### config.mk
export PLATFORM = sky130hd
export DESIGN_NAME = gpio_query_and_runtime_settings
export DESIGN_NICKNAME = d
export VERILOG_FILES = /design/src/common/gpio_query_pkg.sv /design/src/hdl/pin_report.sv /design/src/hdl/clk_ref_gen.sv /design/src/hdl/gpio_query_and_runtime_settings.sv
export SDC_FILE = /design/constraint.sdc
export NUM_CORES = 1
export LEC_CHECK = 0
export BUFFER_PORTS_ARGS = -buffer_cell sky130_fd_sc_hd__buf_2
export CELL_PAD_IN_SITES_DETAIL_PLACEMENT = 1
export CELL_PAD_IN_SITES_GLOBAL_PLACEMENT = 1
export CORE_MARGIN = 3
export CORE_UTILIZATION = 57
export CTS_CLUSTER_SIZE = 10
export DETAILED_ROUTE_END_ITERATION = 10
export MAX_ROUTING_LAYER = met4
export PLACE_DENSITY_LB_ADDON = 0.1
export REMOVE_ABC_BUFFERS = 1
export SLEW_MARGIN = 20
export SYNTH_ARGS = -nofsm -noshare
export SYNTH_HDL_FRONTEND = slang
export SYNTH_HIERARCHICAL = 1
export SYNTH_SLANG_ARGS = --single-unit
### constraint.sdc
create_clock -name clk -period 6.71 [get_ports clk]
set_input_delay 0 -clock clk [delete_from_list [all_inputs] [get_ports clk]]
set_output_delay 0 -clock clk [all_outputs]
set_load 0.005 [all_outputs]
### src/common/gpio_query_pkg.sv
// Constants, field positions, reset values and carrier types of the pin query and settings block.
package gpio_query_pkg;

	// ------------------------------------------------------------------
	// Command and response codes
	// ------------------------------------------------------------------
	localparam logic [7:0] CMD_QUERY = 8'h51;
	localparam logic [7:0] CMD_SETTINGS = 8'h60;
	localparam logic [7:0] RESP_OK = 8'h00;
	localparam logic [7:0] RESP_UNKNOWN = 8'hFF;
	localparam logic [7:0] LEVEL_NOT_GPIO = 8'hEE;
	localparam logic [7:0] DIR_NOT_GPIO = 8'hEF;

	// ------------------------------------------------------------------
	// Register byte offsets
	// ------------------------------------------------------------------
	localparam logic [7:0] CMD_BASE = 8'h00;
	localparam logic [7:0] RESP_BASE = 8'h40;
	localparam logic [7:0] CTRL_OFF = 8'h80;
	localparam logic [7:0] STATUS_OFF = 8'h84;
	localparam logic [7:0] CONFIG_OFF = 8'h88;
	localparam logic [7:0] SETTINGS_OFF = 8'h8C;
	localparam int PKT_WORDS = 16;

	// ------------------------------------------------------------------
	// Field positions
	// ------------------------------------------------------------------
	localparam int LOAD_EN_BIT = 7;
	localparam int DIV_LSB = 0;
	localparam int DUTY_LSB = 3;
	localparam int LEVEL_LSB = 1;
	localparam int SRC_BIT = 0;
	localparam int DAC_LSB = 0;
	localparam int CTRL_START_BIT = 0;
	localparam int STAT_BUSY_BIT = 0;
	localparam int STAT_DONE_BIT = 1;
	localparam int STAT_UNKNOWN_BIT = 2;
	localparam int CONFIG_DIR_LSB = 4;
	localparam int PRESCALE_W = 7;

	// ------------------------------------------------------------------
	// Types and reset values
	// ------------------------------------------------------------------
	typedef struct packed {
		logic [4:0] dac;
		logic ref_internal;
		logic [1:0] ref_level;
		logic [1:0] duty;
		logic [2:0] div;
	} settings_t;

	typedef struct packed {
		logic [3:0][7:0] dir_byte;
		logic [3:0][7:0] level_byte;
	} pin_report_t;

	typedef enum logic [0:0] {
		st_idle = 1'b0,
		st_exec = 1'b1
	} state_t;

	localparam settings_t SETTINGS_DEFAULT = '{dac: 5'h00, ref_internal: 1'h0,
		ref_level: 2'h0, duty: 2'h2, div: 3'h1};
	localparam logic [3:0] DEF_GPIO_EN = 4'h0;
	localparam logic [3:0] DEF_DIR_INPUT = 4'hF;

endpackage

### src/hdl/pin_report.sv
// Encodes the level and direction bytes of the four general pins for the query reply.
`timescale 1ns/10ps
module pin_report
	import gpio_query_pkg::*;
(
	input wire logic [3:0] pin_is_gpio,
	input wire logic [3:0] pin_is_input,
	input wire logic [3:0] pin_level,
	output pin_report_t report
);

	logic [3:0][7:0] level_b;
	logic [3:0][7:0] dir_b;

	for (genvar i = 0; i < 4; i++) begin : g_pin
		assign level_b[i] = pin_is_gpio[i] ? {7'h00, pin_level[i]} : LEVEL_NOT_GPIO;
		assign dir_b[i] = pin_is_gpio[i] ? {7'h00, pin_is_input[i]} : DIR_NOT_GPIO;
	end

	assign report = '{dir_byte: dir_b, level_byte: level_b};

endmodule // pin_report

### src/hdl/clk_ref_gen.sv
// Reference clock output with a power-of-two divider and a four-step duty cycle.
`timescale 1ns/10ps
module clk_ref_gen
	import gpio_query_pkg::*;
(
	input wire logic clk,
	input wire logic rstn,
	input wire logic [2:0] div_req,
	input wire logic [1:0] duty_req,
	output logic clk_ref_out
);

	logic [PRESCALE_W-1:0] pre_q;
	logic [1:0] phase_q;
	logic [2:0] div_q;
	logic [1:0] duty_q;
	logic out_q;
	logic [7:0] span;
	logic [PRESCALE_W-1:0] limit;
	logic tick;
	logic wrap;

	// The output period is four phases of 2^div system clocks each.
	assign span = 8'h01 << div_q;
	assign limit = PRESCALE_W'(span - 8'h01);
	assign tick = (pre_q == limit);
	assign wrap = tick && (phase_q == 2'h3);

	// New settings are taken only at the end of a whole period, so no runt pulse appears.
	always_ff @(posedge clk or negedge rstn) begin
		if (!rstn) begin
			pre_q <= '0;
			phase_q <= 2'h0;
			div_q <= SETTINGS_DEFAULT.div;
			duty_q <= SETTINGS_DEFAULT.duty;
			out_q <= 1'h0;
		end else begin
			pre_q <= tick ? '0 : PRESCALE_W'(pre_q + 1'h1);
			phase_q <= tick ? 2'(phase_q + 2'h1) : phase_q;
			if (wrap) begin
				div_q <= div_req;
				duty_q <= duty_req;
			end
			out_q <= (phase_q < duty_q);
		end
	end

	assign clk_ref_out = out_q;
endmodule // clk_ref_gen

### src/hdl/gpio_query_and_runtime_settings.sv
// Wishbone slave that runs pin query and run-time settings command packets.
// ------------------------------------------------------------------
// Summary of operation
// - Command code 0x51 queries all GPIO pins; bytes 1 to 63 are ignored.
// - Query reply echoes the code in byte 0 and puts 0x00 in byte 1.
// - Reply bytes 2,4,6,8 give pin levels 0 to 3, or 0xEE if not GPIO.
// - Reply bytes 3,5,7,9 give directions, 0 output 1 input, or 0xEF.
// - Command code 0x60 updates run-time settings; byte 1 is ignored.
// - Settings live in volatile registers only and revert at reset.
// - Byte 2 bit 7 loads divider bits 2-0 and duty; else unchanged.
// - Byte 2 bits 4-3 pick duty 0, 25, 50 or 75 percent.
// - Byte 3 bit 7 loads reference selection bits 2-0; else kept.
// - Byte 3 bits 2-1 pick internal reference level or off.
// - Byte 3 bit 0 picks internal reference or supply rail.
// - Byte 4 bit 7 loads five-bit converter code; else kept.
// ------------------------------------------------------------------
//
// Local design decisions: the register addresses and the Wishbone register port.
`timescale 1ns/10ps
module gpio_query_and_runtime_settings
	import gpio_query_pkg::*;
(
	input wire logic clk,
	input wire logic rstn,
	input wire logic wb_cyc_i,
	input wire logic wb_stb_i,
	input wire logic wb_we_i,
	input wire logic [7:0] wb_adr_i,
	input wire logic [3:0] wb_sel_i,
	input wire logic [31:0] wb_dat_i,
	output logic [31:0] wb_dat_o,
	output logic wb_ack_o,
	input wire logic [3:0] pin_level,
	output logic [3:0] pin_is_gpio,
	output logic [3:0] pin_is_input,
	output logic clk_ref_out,
	output logic [1:0] internal_reference_level,
	output logic ref_internal,
	output logic [4:0] dac_code
);

	// ------------------------------------------------------------------
	// Address decode
	// ------------------------------------------------------------------
	function automatic logic hits(input logic [7:0] adr, input logic [7:0] off);
		hits = (adr[7:2] == off[7:2]);
	endfunction

	logic req;
	logic ack_q;
	logic wr_fire;
	logic in_cmd;
	logic in_resp;
	logic [3:0] word_idx;
	logic hit_ctrl;
	logic hit_status;
	logic hit_config;
	logic hit_settings;

	assign req = wb_cyc_i && wb_stb_i;
	assign wr_fire = req && wb_we_i && ack_q;
	assign in_cmd = (wb_adr_i[7:6] == CMD_BASE[7:6]);
	assign in_resp = (wb_adr_i[7:6] == RESP_BASE[7:6]);
	assign word_idx = wb_adr_i[5:2];
	assign hit_ctrl = hits(wb_adr_i, CTRL_OFF);
	assign hit_status = hits(wb_adr_i, STATUS_OFF);
	assign hit_config = hits(wb_adr_i, CONFIG_OFF);
	assign hit_settings = hits(wb_adr_i, SETTINGS_OFF);

	// ------------------------------------------------------------------
	// Packet memories and control state
	// ------------------------------------------------------------------
	logic [31:0] cmd_mem [PKT_WORDS];
	logic [31:0] resp_mem [PKT_WORDS];
	logic [31:0] resp_next [PKT_WORDS];
	state_t state_q;
	logic done_q;
	logic unknown_q;
	logic [3:0] gpio_q;
	logic [3:0] dir_q;
	settings_t set_q;
	logic [31:0] rd_q;

	// ------------------------------------------------------------------
	// Command decode
	// ------------------------------------------------------------------
	logic [7:0] code;
	logic [7:0] clk_byte;
	logic [7:0] ref_byte;
	logic [7:0] dac_byte;
	logic exec;
	logic is_query;
	logic is_settings;
	logic start;
	logic done_clr;
	logic load_clk;
	logic load_ref;
	logic load_dac;
	pin_report_t report;

	// Only byte 0 selects the command; the query never looks at bytes 1 to 63.
	assign code = cmd_mem[0][7:0];
	assign clk_byte = cmd_mem[0][23:16];
	assign ref_byte = cmd_mem[0][31:24];
	assign dac_byte = cmd_mem[1][7:0];
	assign exec = (state_q == st_exec);
	assign is_query = (code == CMD_QUERY);
	assign is_settings = (code == CMD_SETTINGS);
	assign start = wr_fire && hit_ctrl && wb_dat_i[CTRL_START_BIT] && (state_q == st_idle);
	assign done_clr = wr_fire && hit_status && wb_dat_i[STAT_DONE_BIT];
	assign load_clk = exec && is_settings && clk_byte[LOAD_EN_BIT];
	assign load_ref = exec && is_settings && ref_byte[LOAD_EN_BIT];
	assign load_dac = exec && is_settings && dac_byte[LOAD_EN_BIT];

	pin_report u_pin_report (
		.pin_is_gpio(gpio_q),
		.pin_is_input(dir_q),
		.pin_level(pin_level),
		.report(report)
	);

	// ------------------------------------------------------------------
	// Response assembly
	// ------------------------------------------------------------------
	logic [31:0] word0_next;
	logic [31:0] word1_next;
	logic [31:0] word2_next;
	logic [31:0] w0_query;
	logic [31:0] w0_other;

	assign w0_query = {report.dir_byte[0], report.level_byte[0], RESP_OK, CMD_QUERY};
	assign w0_other = {16'h0000, (is_settings ? RESP_OK : RESP_UNKNOWN), code};
	assign word0_next = is_query ? w0_query : w0_other;
	assign word1_next = is_query ? {report.dir_byte[2], report.level_byte[2],
		report.dir_byte[1], report.level_byte[1]} : 32'h0000_0000;
	assign word2_next = is_query ? {16'h0000, report.dir_byte[3], report.level_byte[3]}
		: 32'h0000_0000;

	for (genvar i = 0; i < PKT_WORDS; i++) begin : g_resp
		assign resp_next[i] = (i == 0) ? word0_next : (i == 1) ? word1_next :
			(i == 2) ? word2_next : 32'h0000_0000;
	end

	// ------------------------------------------------------------------
	// Read multiplexer
	// ------------------------------------------------------------------
	logic [31:0] status_word;
	logic [31:0] config_word;
	logic [31:0] settings_word;
	logic [31:0] rd_mux;

	assign status_word = {29'h0000_0000, unknown_q, done_q, exec};
	assign config_word = {24'h00_0000, dir_q, gpio_q};
	assign settings_word = {19'h0_0000, set_q};
	assign rd_mux = in_cmd ? cmd_mem[word_idx] :
		in_resp ? resp_mem[word_idx] :
		hit_status ? status_word :
		hit_config ? config_word :
		hit_settings ? settings_word : 32'h0000_0000;

	// ------------------------------------------------------------------
	// Bus handshake
	// ------------------------------------------------------------------
	always_ff @(posedge clk or negedge rstn) begin
		if (!rstn) begin
			ack_q <= 1'h0;
			rd_q <= 32'h0000_0000;
		end else begin
			ack_q <= req && !ack_q;
			if (req && !ack_q) begin
				rd_q <= rd_mux;
			end
		end
	end

	assign wb_ack_o = ack_q;
	assign wb_dat_o = rd_q;

	// ------------------------------------------------------------------
	// Command buffer writes
	// ------------------------------------------------------------------
	always_ff @(posedge clk or negedge rstn) begin
		if (!rstn) begin
			for (int w = 0; w < PKT_WORDS; w++) begin
				cmd_mem[w] <= 32'h0000_0000;
			end
		end else if (wr_fire && in_cmd) begin
			for (int b = 0; b < 4; b++) begin
				if (wb_sel_i[b]) begin
					cmd_mem[word_idx][8*b +: 8] <= wb_dat_i[8*b +: 8];
				end
			end
		end
	end

	// ------------------------------------------------------------------
	// Sequencer and response store
	// ------------------------------------------------------------------
	always_ff @(posedge clk or negedge rstn) begin
		if (!rstn) begin
			state_q <= st_idle;
			for (int w = 0; w < PKT_WORDS; w++) begin
				resp_mem[w] <= 32'h0000_0000;
			end
		end else begin
			case (state_q)
				st_idle: begin
					if (start) begin
						state_q <= st_exec;
					end
				end
				st_exec: begin
					for (int w = 0; w < PKT_WORDS; w++) begin
						resp_mem[w] <= resp_next[w];
					end
					state_q <= st_idle;
				end
				default: begin
					state_q <= st_idle;
				end
			endcase
		end
	end

	// Completion wins over a clear written in the same cycle.
	always_ff @(posedge clk or negedge rstn) begin
		if (!rstn) begin
			done_q <= 1'h0;
			unknown_q <= 1'h0;
		end else begin
			done_q <= exec || (done_q && !done_clr);
			if (exec) begin
				unknown_q <= !(is_query || is_settings);
			end
		end
	end

	// ------------------------------------------------------------------
	// Pin configuration and volatile settings
	// ------------------------------------------------------------------
	always_ff @(posedge clk or negedge rstn) begin
		if (!rstn) begin
			gpio_q <= DEF_GPIO_EN;
			dir_q <= DEF_DIR_INPUT;
		end else if (wr_fire && hit_config && wb_sel_i[0]) begin
			gpio_q <= wb_dat_i[3:0];
			dir_q <= wb_dat_i[CONFIG_DIR_LSB +: 4];
		end
	end

	// Defaults are constants; a command only ever changes the working copy.
	always_ff @(posedge clk or negedge rstn) begin
		if (!rstn) begin
			set_q <= SETTINGS_DEFAULT;
		end else begin
			if (load_clk) begin
				set_q.div <= clk_byte[DIV_LSB +: 3];
				set_q.duty <= clk_byte[DUTY_LSB +: 2];
			end
			if (load_ref) begin
				set_q.ref_level <= ref_byte[LEVEL_LSB +: 2];
				set_q.ref_internal <= ref_byte[SRC_BIT];
			end
			if (load_dac) begin
				set_q.dac <= dac_byte[DAC_LSB +: 5];
			end
		end
	end

	clk_ref_gen u_clk_ref_gen (
		.clk(clk),
		.rstn(rstn),
		.div_req(set_q.div),
		.duty_req(set_q.duty),
		.clk_ref_out(clk_ref_out)
	);

	assign pin_is_gpio = gpio_q;
	assign pin_is_input = dir_q;
	assign internal_reference_level = set_q.ref_level;
	assign ref_internal = set_q.ref_internal;
	assign dac_code = set_q.dac;
endmodule // gpio_query_and_runtime_settings

Word level (Yosys, flattened, before mapping)

Cells that the tools add are included.
Widths: inputs -> output; s select.

Flip-flop bits (word level): 680
Word-level logic and storage cells: 124
Input port bits: 53

Reduce and logical (&&, ||, !) cells: 25
Order comparisons: 3
Shifts and indexed selects: 1
Eq/ne operators: 9
$add $sub $neg: 3
Bitwise operators: 2
Multiplexer cells: 45

Operators with widths:

| kind                | count |
|---|---|
| $mux 512            | 7 |
| $bwmux 512          | 4 |
| $demux 32 s4        | 4 |
| $mux 32             | 9 |
| $bmux 32 s4         | 2 |
| $mux 8              | 10 |
| $mux 13             | 3 |
| $mux 16             | 2 |
| $eq 6x6->1 const B  | 4 |
| $mux 24             | 1 |
| $logic_and 1x1->1   | 19 |
| $eq 8x7->1 const B  | 2 |
| $add 7x1->7 const B | 1 |
| $eq 7x7->1          | 1 |
| $mux 7              | 1 |
| $shl 1x3->7 const A | 1 |
| $sub 7x1->7 const B | 1 |
| $ge 5x5->1 const B  | 1 |
| $lt 5x1->1 const B  | 1 |
| $not 4->5           | 1 |
| $logic_not 1->1     | 3 |
| $add 2x1->2 const B | 1 |
| $eq 2x1->1 const B  | 1 |
| $eq 2x2->1 const B  | 1 |
| 6 further kinds     | 7 |

Depth between registers and ports, before layout

Gate-level depths: netlist (run 1).

Word-level depth: 16
Depth in mapped cells: 8
Gate-level depth less buffers: 5

Modules after synthesis

Netlist (run 1), hierarchy kept.

By module, submodules not included:

| module                          | area an instance (um2) | instances | cells an instance | seq. area each (um2) |
|---|---|---|---|---|
| gpio_query_and_runtime_settings | 29385.7                | 1         | 1999              | 16047.9 |
| clk_ref_gen                     | 813.3                  | 1         | 69                | 377.9 |
| pin_report                      | 459.2                  | 1         | 65                | 0.0 |

Worst setup path before layout (run 1)

OpenSTA, ideal clock, no wires.

Kind: reg-to-reg
Start point: register u_clk_ref_gen.div_q[2]
End point: register u_clk_ref_gen.div_q[1]
Path buffers: 1
Required time: 6.583 ns
Period minus slack after synthesis: 2.103 ns
Path slack: 4.607 ns
Arrival: 1.976 ns
Cell stages (with the launch flop): 7
Cell sequence: dfrtp_1 buf_6 or4_4 o22ai_2 a21oi_2 nor4b_4 mux2_1

Cells in the longest elaborated chain, start to end: 4

RTL lines:

| element                | line              | RTL |
|---|---|---|
| from (decl)            | clk_ref_gen.sv:15 | `logic [2:0] div_q;` |
| from (signal assigned) | clk_ref_gen.sv:34 | `div_q <= SETTINGS_DEFAULT.div;` |
| from (signal assigned) | clk_ref_gen.sv:41 | `div_q <= div_req;` |
| $shl 1x3->7            | clk_ref_gen.sv:24 | `assign span = 8'h01 << div_q;` |
| $sub 7x1->7            | clk_ref_gen.sv:25 | `assign limit = PRESCALE_W'(span - 8'h01);` |
| $eq 7x7->1             | clk_ref_gen.sv:26 | `assign tick = (pre_q == limit);` |
| $logic_and 1x1->1      | clk_ref_gen.sv:27 | `assign wrap = tick && (phase_q == 2'h3);` |

Every way passes these cells.
A chain may end at the register's enable or synchronous reset.

Worst setup path after layout (run 1)

Start point: register ack_q (netlist: wb_ack_o)
End point: register cmd_mem[63] (netlist bit)

Cells in the longest elaborated chain, start to end: 2

RTL lines:

| element                         | line                                   | RTL |
|---|---|---|
| from (decl)                     | gpio_query_and_runtime_settings.sv:50  | `logic ack_q;` |
| from (signal assigned)          | gpio_query_and_runtime_settings.sv:169 | `ack_q <= req && !ack_q;` |
| $logic_and 1x1->1               | gpio_query_and_runtime_settings.sv:61  | `assign wr_fire = req && wb_we_i && ack_q;` |
| $logic_and 1x1->1               | gpio_query_and_runtime_settings.sv:187 | `end else if (wr_fire && in_cmd) begin` |
| to (signal, indexed assignment) | gpio_query_and_runtime_settings.sv:190 | `cmd_mem[word_idx][8*b +: 8] <= wb_dat_i[8*b +: 8];` |
| to (decl)                       | gpio_query_and_runtime_settings.sv:73  | `logic [31:0] cmd_mem [PKT_WORDS];` |

Every way passes these cells.

==> flow_metrics.tcl, run 1 <==
set metrics [dict create \
    status "finished clean" \
    start_util_pct 58.0 \
    cts_sinks 656 \
    htree_levels 3 \
    path_clk_slew_ns 0.06 \
    p_total_mw 8.31 \
    ys_types 68 \
    worstPathCellList "nand4_2 -> nor3_4 -> nand3_2 -> mux2_2" \
    syn_to_final_growth_pct 10.4 \
    crit_path_top_delay_cell "nor3_4" \
    wire_per_inst_um 29.0 \
    switchingPower_mw 1.96 \
    core_sq_mm 0.0529 \
    p_clk_share_pct 45.5 \
    cts_buffer_depth 3 \
    vias 18900 \
    required_ns 7.19 \
    slew_headroom_pct 15.2 \
    die_h_um 238 \
    cp_max_fo 16 \
    die_x_um 238 \
    multi_input_area_sq_mm 0.0131 \
    synth_top_cells_by_count "648 x dfrtp_1, 552 x mux2_2, 108 x mux2i_1" \
    dieArea_sq_mm 0.0566 \
    syn_inst 2133 \
    power_density_mw_per_mm2 245 \
    avgSynthCellArea_sq_um 14.4 \
    stdcell_count 2918 \
    drc 0 \
    nNetsFinal 2247 \
    rsz0062_at_grt "no" \
    finalWeightedCongestion 0.808 \
    vias_per_cell 6.46 \
    swShare_pct 23.6 \
    clockRootBuffer "clkbuf_16" \
    synth_top_area_share_pct 52.9 \
    grt_first_pass_wirelength_um 131000 \
    layout_min_cycle_time_ns 2.94 \
    grt-ovfl-total 0 \
    detail_route.first_pass.iterations 6 \
    final.setup.tns_ns 0 \
    seqCellArea_sq_mm 0.0164 \
    power.share.sequential_pct 48.6 \
    hold_path_class "in -> async" \
    synth_area_leader_cell "dfrtp_1" \
    synthArstFlopShare_pct 100 \
    worst_slew_pin_slew_ns 1.26 \
    vdd_drop_max_mv 0.197 \
    ys_seq_area_share_pct 53.6 \
    max-cap-violations 0 \
    num_rows 84 \
    port_buffers 100 \
    drtIter0Drc 1389 \
    synth_area_leaders "dfrtp_1 53%, mux2_2 20%, mux4_2 6.4%" \
    cp-end-kind "flip-flop" \
    synth_area_sq_mm 0.0307 \
    ant_nets 0 \
    antenna_found_initial 2 \
    numCtsBuffers 76 \
    internal_power_mw 6.35 \
    finClkSkew_ns 0.0156 \
    ys_ff_latch 656 \
    p_comb_share_pct 5.9 \
    final_max_slew_viol_count 0 \
    grt_pass1_vias 21200 \
    clock_latency_ns 0.61 \
    fmax_mhz 341 \
    min_period_over_period_pct 43.8 \
    synth.most_common_cell "dfrtp_1" \
    fillers 4840 \
    cts_tree "built" \
    synth_ff_type "dfrtp_1" \
    hold-worst-slack_ns 0.0169 \
    grt_max_degree 170 \
    start_kind "flip-flop" \
    setup_viol 0 \
    hold_viol 0 \
    dpl.cell_count 2755 \
    path_class "reg -> reg" \
    p_leak_nw 16.5 \
    synth_warnings 6 \
    synth_enable_flop_cells 0 \
    ioPinCount 103 \
    drive_gt1_share_pct 43.1 \
    routed_wl_um 84500 \
    grt_usage_pct 31.5 \
    dp_hpwl_um 52000 \
    cp_slowest_stage_delay_ns 1.08 \
    worstPathArrival_ns 3.41 \
]
==> power by group through the flow <==
| stage | logic, mW | registers [mW] | clock network [mW] |
|---|---|---|---|
| 2_1_floorplan | 0.151 | 4.10 | 0 |
| 3_3_place_gp | 0.458 | 4.10 | 0 |
| 3_5_place_dp | 0.470 | 4.11 | 0 |
| 4_1_cts | 0.493 | 4.04 | 3.84 |
| 5_1_grt | 0.531 | 4.04 | 4.02 |
| 6_report | 0.488 | 4.04 | 3.78 |
==> worst paths after layout <==
path                                     startpoint                       end  slack, ns  cells after the start
max                              wb_ack_o$_DFF_PN0_   cmd_mem[63]$_DFFE_PN0P_       3.77                      4
max reg2reg                      wb_ack_o$_DFF_PN0_   cmd_mem[63]$_DFFE_PN0P_       3.77                      4
max in group asynchronous                      rstn  cmd_mem[490]$_DFFE_PN0P_       5.17                      3
min in group clk                        wb_sel_i[2]  cmd_mem[179]$_DFFE_PN0P_       0.05                      5
min                                            rstn  cmd_mem[372]$_DFFE_PN0P_       0.02                      2
min reg2reg                cmd_mem[220]$_DFFE_PN0P_  cmd_mem[220]$_DFFE_PN0P_       0.50                      1
==> routing by layer <==
metal,share of wire [%],GRT usage [%],up-vias
li1,-,-,8003
met1,42,39.8,10200
met2,49,50.4,479
met3,5.5,6.91,198
met4,3.8,11.9,0
met5,0,-,-
==> per-stage QoR <==
stage / util [%] / setup WS, ns / cell area [sq um]
final: 64.0 / 3.77 / 33800
after global routing: 64.0 / 3.64 / 33800
after CTS: 63.9 / 3.74 / 33800
after detailed placement: 59.0 / 3.79 / 31200
after global placement: 59.0 / 3.79 / 31200
after floorplan: - / 4.08 / 29500
==> cells in the final DEF, fill, tap and decap left out, drive strengths merged, types with 5 or more instances in the layout <==
cell,count
nor2b,8
buf,125
dfstp,8
conb,8
mux2,563
mux2i,108
a211oi,8
and2,10
a22oi,36
dfrtp,648
inv,14
clkbuf,115
nor3,14
nand3,73
nand2b,8
and3,5
a31oi,16
a31o,6
a21oi,38
dlygate4sd3,44
o31ai,9
a221oi,7
a22o,75
o2bb2ai,13
o22ai,5
nor2,44
o311a,16
nand2,61
o21ai,11
mux4,87
==> worst max-delay path, delay by kind of cell (launching register included) <==
kind | cells | cell delay (ns)
simple gates | 3 | 2.00
mux | 1 | 0.43
flops | 1 | 0.37
==> cell families after synthesis <==
| family | after synthesis | synth area share, % |
|---|---|---|
| buffers and inverters | 211 | 3.92 |
| multiplexers | 758 | 30.6 |
| XOR/XNOR | 7 | 0.200 |
| AND/OR/NAND/NOR | 244 | 5.23 |
| adder cells (fa/ha/maj) | 3 | 0.122 |
| other | 1 | 0.0122 |
| flip-flops | 656 | 53.6 |
| AO/OA/AOI/OAI | 253 | 6.34 |
==> flip-flops by register name, summed over array words and instances (netlist names) <==
name,flops
clk_byte,8
cmd_mem,504
resp_mem,73
set_q,5
internal_reference_level,2
u_clk_ref_gen/pre_q,7
wb_ack_o,1
wb_dat_o,32
u_clk_ref_gen/div_q,3
pin_is_input,4
done_q,1
exec,1
u_clk_ref_gen/clk_ref_out,1
pin_is_gpio,4
ref_internal,1
dac_code,5
u_clk_ref_gen/duty_q,2
u_clk_ref_gen/phase_q,2
==> area by class of cell <==
class	instances	share of cell area, %
inverter	14	0.163
timing repair buffer	170	3.64
clock buffer	114	6.38
sequential	656	48.5
tap	688	2.54
multi-input combinational	1273	38.7
antenna	2	0.0148
clock inverter	1	0.0222
==> repair_timing <==
item,in CTS,in global routing
gates resized for setup,0,0
hold buffers,44,0
hold endpoints to repair,635,0
buffers inserted,0,0
Note: power is estimated with default switching activity, not from simulation.
==> inputs of run 2 (changes only) <==
Settings changed: CORE_UTILIZATION 57 to 48.
Clock period 6.71 ns to 2.7 ns, I/O delays scaled along.
==> flow_metrics.tcl, run 2 (same netlist as run 1, synthesis figures left out) <==
set metrics [dict create \
    rsz0062_at_grt "no" \
    syn_to_final_growth_pct 12.9 \
    stdcell_area_sq_mm 0.0346 \
    dieArea_sq_mm 0.0669 \
    final_util_pct 54.9 \
    detail_route.first_pass.iterations 5 \
    dpl.cell_count 2969 \
    drive_gt1_share_pct 44.7 \
    htree_levels 3 \
    grt-ovfl-total 0 \
    path_clk_slew_ns 0.06 \
    cp-end-kind "flip-flop" \
    worstPathCellList "nand4_2 -> buf_4 -> nor4_1 -> nand3_2 -> mux2_2 -> dlygate4sd3_1" \
    path_class "reg -> reg" \
    clock_latency_ns 0.60 \
    min_period_over_period_pct 88.9 \
    cts_sinks 656 \
    hold_path_depth 6 \
    grt_max_degree 112 \
    antenna_found_initial 1 \
    cts_resized 0 \
    postCtsSetupRepairBufs 0 \
    max-cap-violations 0 \
    grt_pass1_vias 20700 \
    worstPathArrival_ns 2.92 \
    crit_path_top_delay_cell "dlygate4sd3_1" \
    die_x_um 259 \
    antennaDiodeCount 0 \
    postCtsHoldBufs 44 \
    final_max_slew_viol_count 0 \
    vias_per_cell 5.97 \
    grt_usage_pct 26.5 \
    hold_path_class "in -> reg" \
    numCtsBuffers 78 \
    start_kind "flip-flop" \
    worst_slew_pin_slew_ns 0.714 \
    final_cell_mix "648 x dfrtp_1, 552 x mux2_2, 108 x mux2i_1" \
    start_util_pct 48.6 \
    port_buffers 100 \
    die_h_um 259 \
    dp_hpwl_um 56000 \
    ioPinCount 103 \
    cp_slowest_stage_delay_ns 0.56 \
    finClkSkew_ns 0.0155 \
    required_ns 3.22 \
    fmax_mhz 417 \
    slew_headroom_pct 52.4 \
    drtIter0Drc 1105 \
    ant_nets 0 \
    finalWeightedCongestion 0.811 \
    stdcell_count 3121 \
    p_leak_nw 16.8 \
    p_total_mw 20.7 \
    largest_reg_flops 504 \
    nNetsFinal 2303 \
    status "finished clean" \
    vias 18600 \
    final_common_cell "dfrtp_1" \
    power_density_mw_per_mm2 598 \
    place_area_sq_mm 0.0320 \
    routed_wl_um 84700 \
    core_sq_mm 0.0631 \
    setup_viol 0 \
    wire_per_inst_um 27.1 \
    largest-register "cmd_mem" \
    hold_viol 0 \
    cts_tree "built" \
    num_rows 92 \
    clockRootBuffer "clkbuf_16" \
    final.setup.tns_ns 0 \
    drc 0 \
    layout_min_cycle_time_ns 2.40 \
    grt_first_pass_wirelength_um 130000 \
    cts_buffer_depth 3 \
    rr_worst_depth 6 \
    vdd_drop_max_mv 0.436 \
    cp_max_fo 8 \
]
run 2: changes by cell type in the layout (fill, tap and decap cells not counted), sizes merged:
cell,previous run,this run
clkinv,0,2
diode,2,0
buf,125,180
dlygate4sd3,44,43
clkbuf,115,107
clkinvlp,1,0
run 2: where the power goes:
group	total (mW)	internal (mW)	switching, mW
registers	10.0	9.96	0.0840
logic	1.29	0.432	0.863
clock network	9.37	5.53	3.84
total	20.7	15.9	4.79
run 2: critical path, delay by kind of cell (launching register included):
family | cells | cell delay (ns)
flip-flops | 1 | 0.37
multiplexers | 1 | 0.35
buffers and inverters | 2 | 0.78
AND/OR/NAND/NOR | 3 | 0.81
run 2: final timing paths:
check / startpoint / to / slack [ns]
setup / recovery: wb_ack_o$_DFF_PN0_ / pin_is_input[1]$_DFFE_PN1P_ / 0.30
hold / removal: wb_we_i / done_q$_DFF_PN0_ / 0.21
setup reg to reg: wb_ack_o$_DFF_PN0_ / pin_is_input[1]$_DFFE_PN1P_ / 0.30
hold reg to reg: u_clk_ref_gen/phase_q[0]$_DFFE_PN0N_ / u_clk_ref_gen/phase_q[0]$_DFFE_PN0N_ / 0.49
max in group asynchronous: rstn / cmd_mem[462]$_DFFE_PN0P_ / 1.19
min in group asynchronous: rstn / cmd_mem[119]$_DFFE_PN0P_ / 0.51
run 2: stage by stage:
| stage | worst slack (ns) | hold slack, ns |
|---|---|---|
| 2_1_floorplan | 0.0726 | -0.296 |
| 3_3_place_gp | 0.476 | 0.0108 |
| 3_5_place_dp | 0.424 | 0.0143 |
| 4_1_cts | 0.312 | 0.169 |
| 5_1_grt | 0.183 | 0.239 |
| 6_report | 0.299 | 0.212 |
run 2: layout make-up:
type	instances	area, sq um
tap	846	1060
clock buffer	106	2180
inverter	14	52.6
multi-input combinational	1273	13100
sequential	656	16400
timing repair buffer	224	1800
fill	6080	28500
clock inverter	2	10.0
run 2: layer usage:
metal,track usage (%),part of all wire [%]
met2,43.1,50
met5,-,0
met3,3.29,3.1
met4,7.80,2.6
met1,35.3,45
==> inputs of run 3 (changes only) <==
Settings changed: MAX_ROUTING_LAYER met4 to not set.
==> flow_metrics.tcl, run 3 (same netlist as run 1, synthesis figures left out) <==
set metrics [dict create \
    status "finished clean" \
    die_h_um 259 \
    htree_levels 3 \
    hold_viol 0 \
    crit_path_top_delay_cell "dlygate4sd3_1" \
    min_period_over_period_pct 88.9 \
    place_area_sq_mm 0.0320 \
    hold_path_depth 5 \
    detail_route.first_pass.iterations 5 \
    drc 0 \
    fmax_mhz 417 \
    start_kind "flip-flop" \
    worstHoldEndpoint "wb_dat_o[2]$_DFFE_PN0P_" \
    final_common_cell "dfrtp_1" \
    p_leak_nw 16.8 \
    r2r-end "pin_is_input[1]$_DFFE_PN1P_" \
    setup_viol 0 \
    die_x_um 259 \
    routed_wl_um 84500 \
    p_total_mw 20.7 \
    max-cap-violations 0 \
    worst_slew_pin_slew_ns 0.689 \
    postCtsHoldBufs 44 \
    layout_min_cycle_time_ns 2.40 \
    postCtsSetupRepairBufs 0 \
    seqCellArea_sq_mm 0.0164 \
    vias_per_cell 5.96 \
    final.setup.tns_ns 0 \
    clock_latency_ns 0.60 \
    r2r_start "wb_ack_o$_DFF_PN0_" \
    rsz0062_at_grt "no" \
    worstPathCellList "nand4_2 -> buf_4 -> nor4_1 -> nand3_2 -> mux2_2 -> dlygate4sd3_1" \
    grt_pass1_vias 20800 \
    nNetsFinal 2303 \
    dpl.cell_count 2969 \
    required_ns 3.22 \
    fillers 6080 \
    finalWeightedCongestion 0.799 \
    num_rows 92 \
    path_class "reg -> reg" \
    worstPathArrival_ns 2.92 \
    r2r_setup_slack_ns 0.30 \
    antenna_found_initial 1 \
    wire_per_inst_um 27.1 \
    layout_setup_ws_ns 0.300 \
    drtIter0Drc 1150 \
    numCtsBuffers 78 \
    grt_usage_pct 25.7 \
    grt_first_pass_wirelength_um 130000 \
    slew_headroom_pct 54.1 \
    finClkSkew_ns 0.0156 \
    vias 18600 \
    hp-start "wb_cyc_i" \
    hold-worst-slack_ns 0.206 \
    stdcell_count 3121 \
    final_cell_mix "648 x dfrtp_1, 552 x mux2_2, 108 x mux2i_1" \
    antennaDiodeCount 0 \
    largest-register "cmd_mem" \
    syn_to_final_growth_pct 12.9 \
    dpl_worst_slack_ns 0.424 \
    ant_nets 0 \
    hold_path_class "in -> reg" \
    power_density_mw_per_mm2 598 \
    start_util_pct 48.6 \
    grt_max_degree 112 \
    final_max_slew_viol_count 0 \
    multi_input_area_sq_mm 0.0131 \
    vdd_drop_max_mv 0.435 \
    grt-ovfl-total 0 \
    drive_gt1_share_pct 44.7 \
    cp_slowest_stage_delay_ns 0.56 \
    dieArea_sq_mm 0.0669 \
    cts_buffer_depth 3 \
    cp-end-kind "flip-flop" \
    core_sq_mm 0.0631 \
    ioPinCount 103 \
    clockRootBuffer "clkbuf_16" \
    cts_tree "built" \
    path_clk_slew_ns 0.06 \
    cp_max_fo 8 \
    rr_worst_depth 6 \
    final_util_pct 54.9 \
    cts_sinks 656 \
    largest_reg_flops 504 \
    port_buffers 100 \
    dp_hpwl_um 56000 \
    stdcell_area_sq_mm 0.0346 \
    cts_resized 0 \
]
==> run 3: critical path: cells and delay by family, from the launching register on <==
kind | cells | cell delay [ns]
and+or+nand+nor | 3 | 0.81
buffers and inverters | 2 | 0.78
DFF | 1 | 0.37
muxes | 1 | 0.35
==> run 3: routing by layer <==
metal | track usage, % | up-vias | wire length [um]
met5 | 0 | - | 0
met4 | 8.13 | 0 | 2280
met3 | 3.58 | 130 | 3280
met2 | 42.9 | 367 | 41700
met1 | 35.1 | 9991 | 37200
li1 | - | 8113 | -
==> run 3: where the power goes <==
part           switching [mW]  internal [mW]
clock                    3.84           5.53
sequential             0.0839           9.96
combinational           0.860          0.432
total                    4.79           15.9
==> run 3: cell type report <==
class | count | area share (%)
Sequential cell | 656 | 47.4
Multi-Input combinational cell | 1273 | 37.8
Clock buffer | 106 | 6.30
Timing Repair Buffer | 224 | 5.21
Tap cell | 846 | 3.06
Inverter | 14 | 0.152
Clock inverter | 2 | 0.0289
==> run 3: worst max path at each step <==
| stage | cells past startpoint | slack [ns] | end | from |
|---|---|---|---|---|
| final | 6 | 0.30 | pin_is_input[1]$_DFFE_PN1P_ | wb_ack_o$_DFF_PN0_ |
| after global routing | 6 | 0.18 | pin_is_input[1]$_DFFE_PN1P_ | wb_ack_o$_DFF_PN0_ |
| after CTS | 4 | 0.31 | cmd_mem[407]$_DFFE_PN0P_ | rstn |
| after detailed placement | 5 | 0.42 | u_clk_ref_gen/duty_q[0]$_DFFE_PN0P_ | u_clk_ref_gen/div_q[2]$_DFFE_PN0P_ |
| after global placement | 5 | 0.48 | u_clk_ref_gen/div_q[1]$_DFFE_PN0P_ | u_clk_ref_gen/div_q[2]$_DFFE_PN0P_ |
| after floorplan | 5 | 0.07 | wb_dat_o[0]$_DFFE_PN0P_ | wb_ack_o$_DFF_PN0_ |
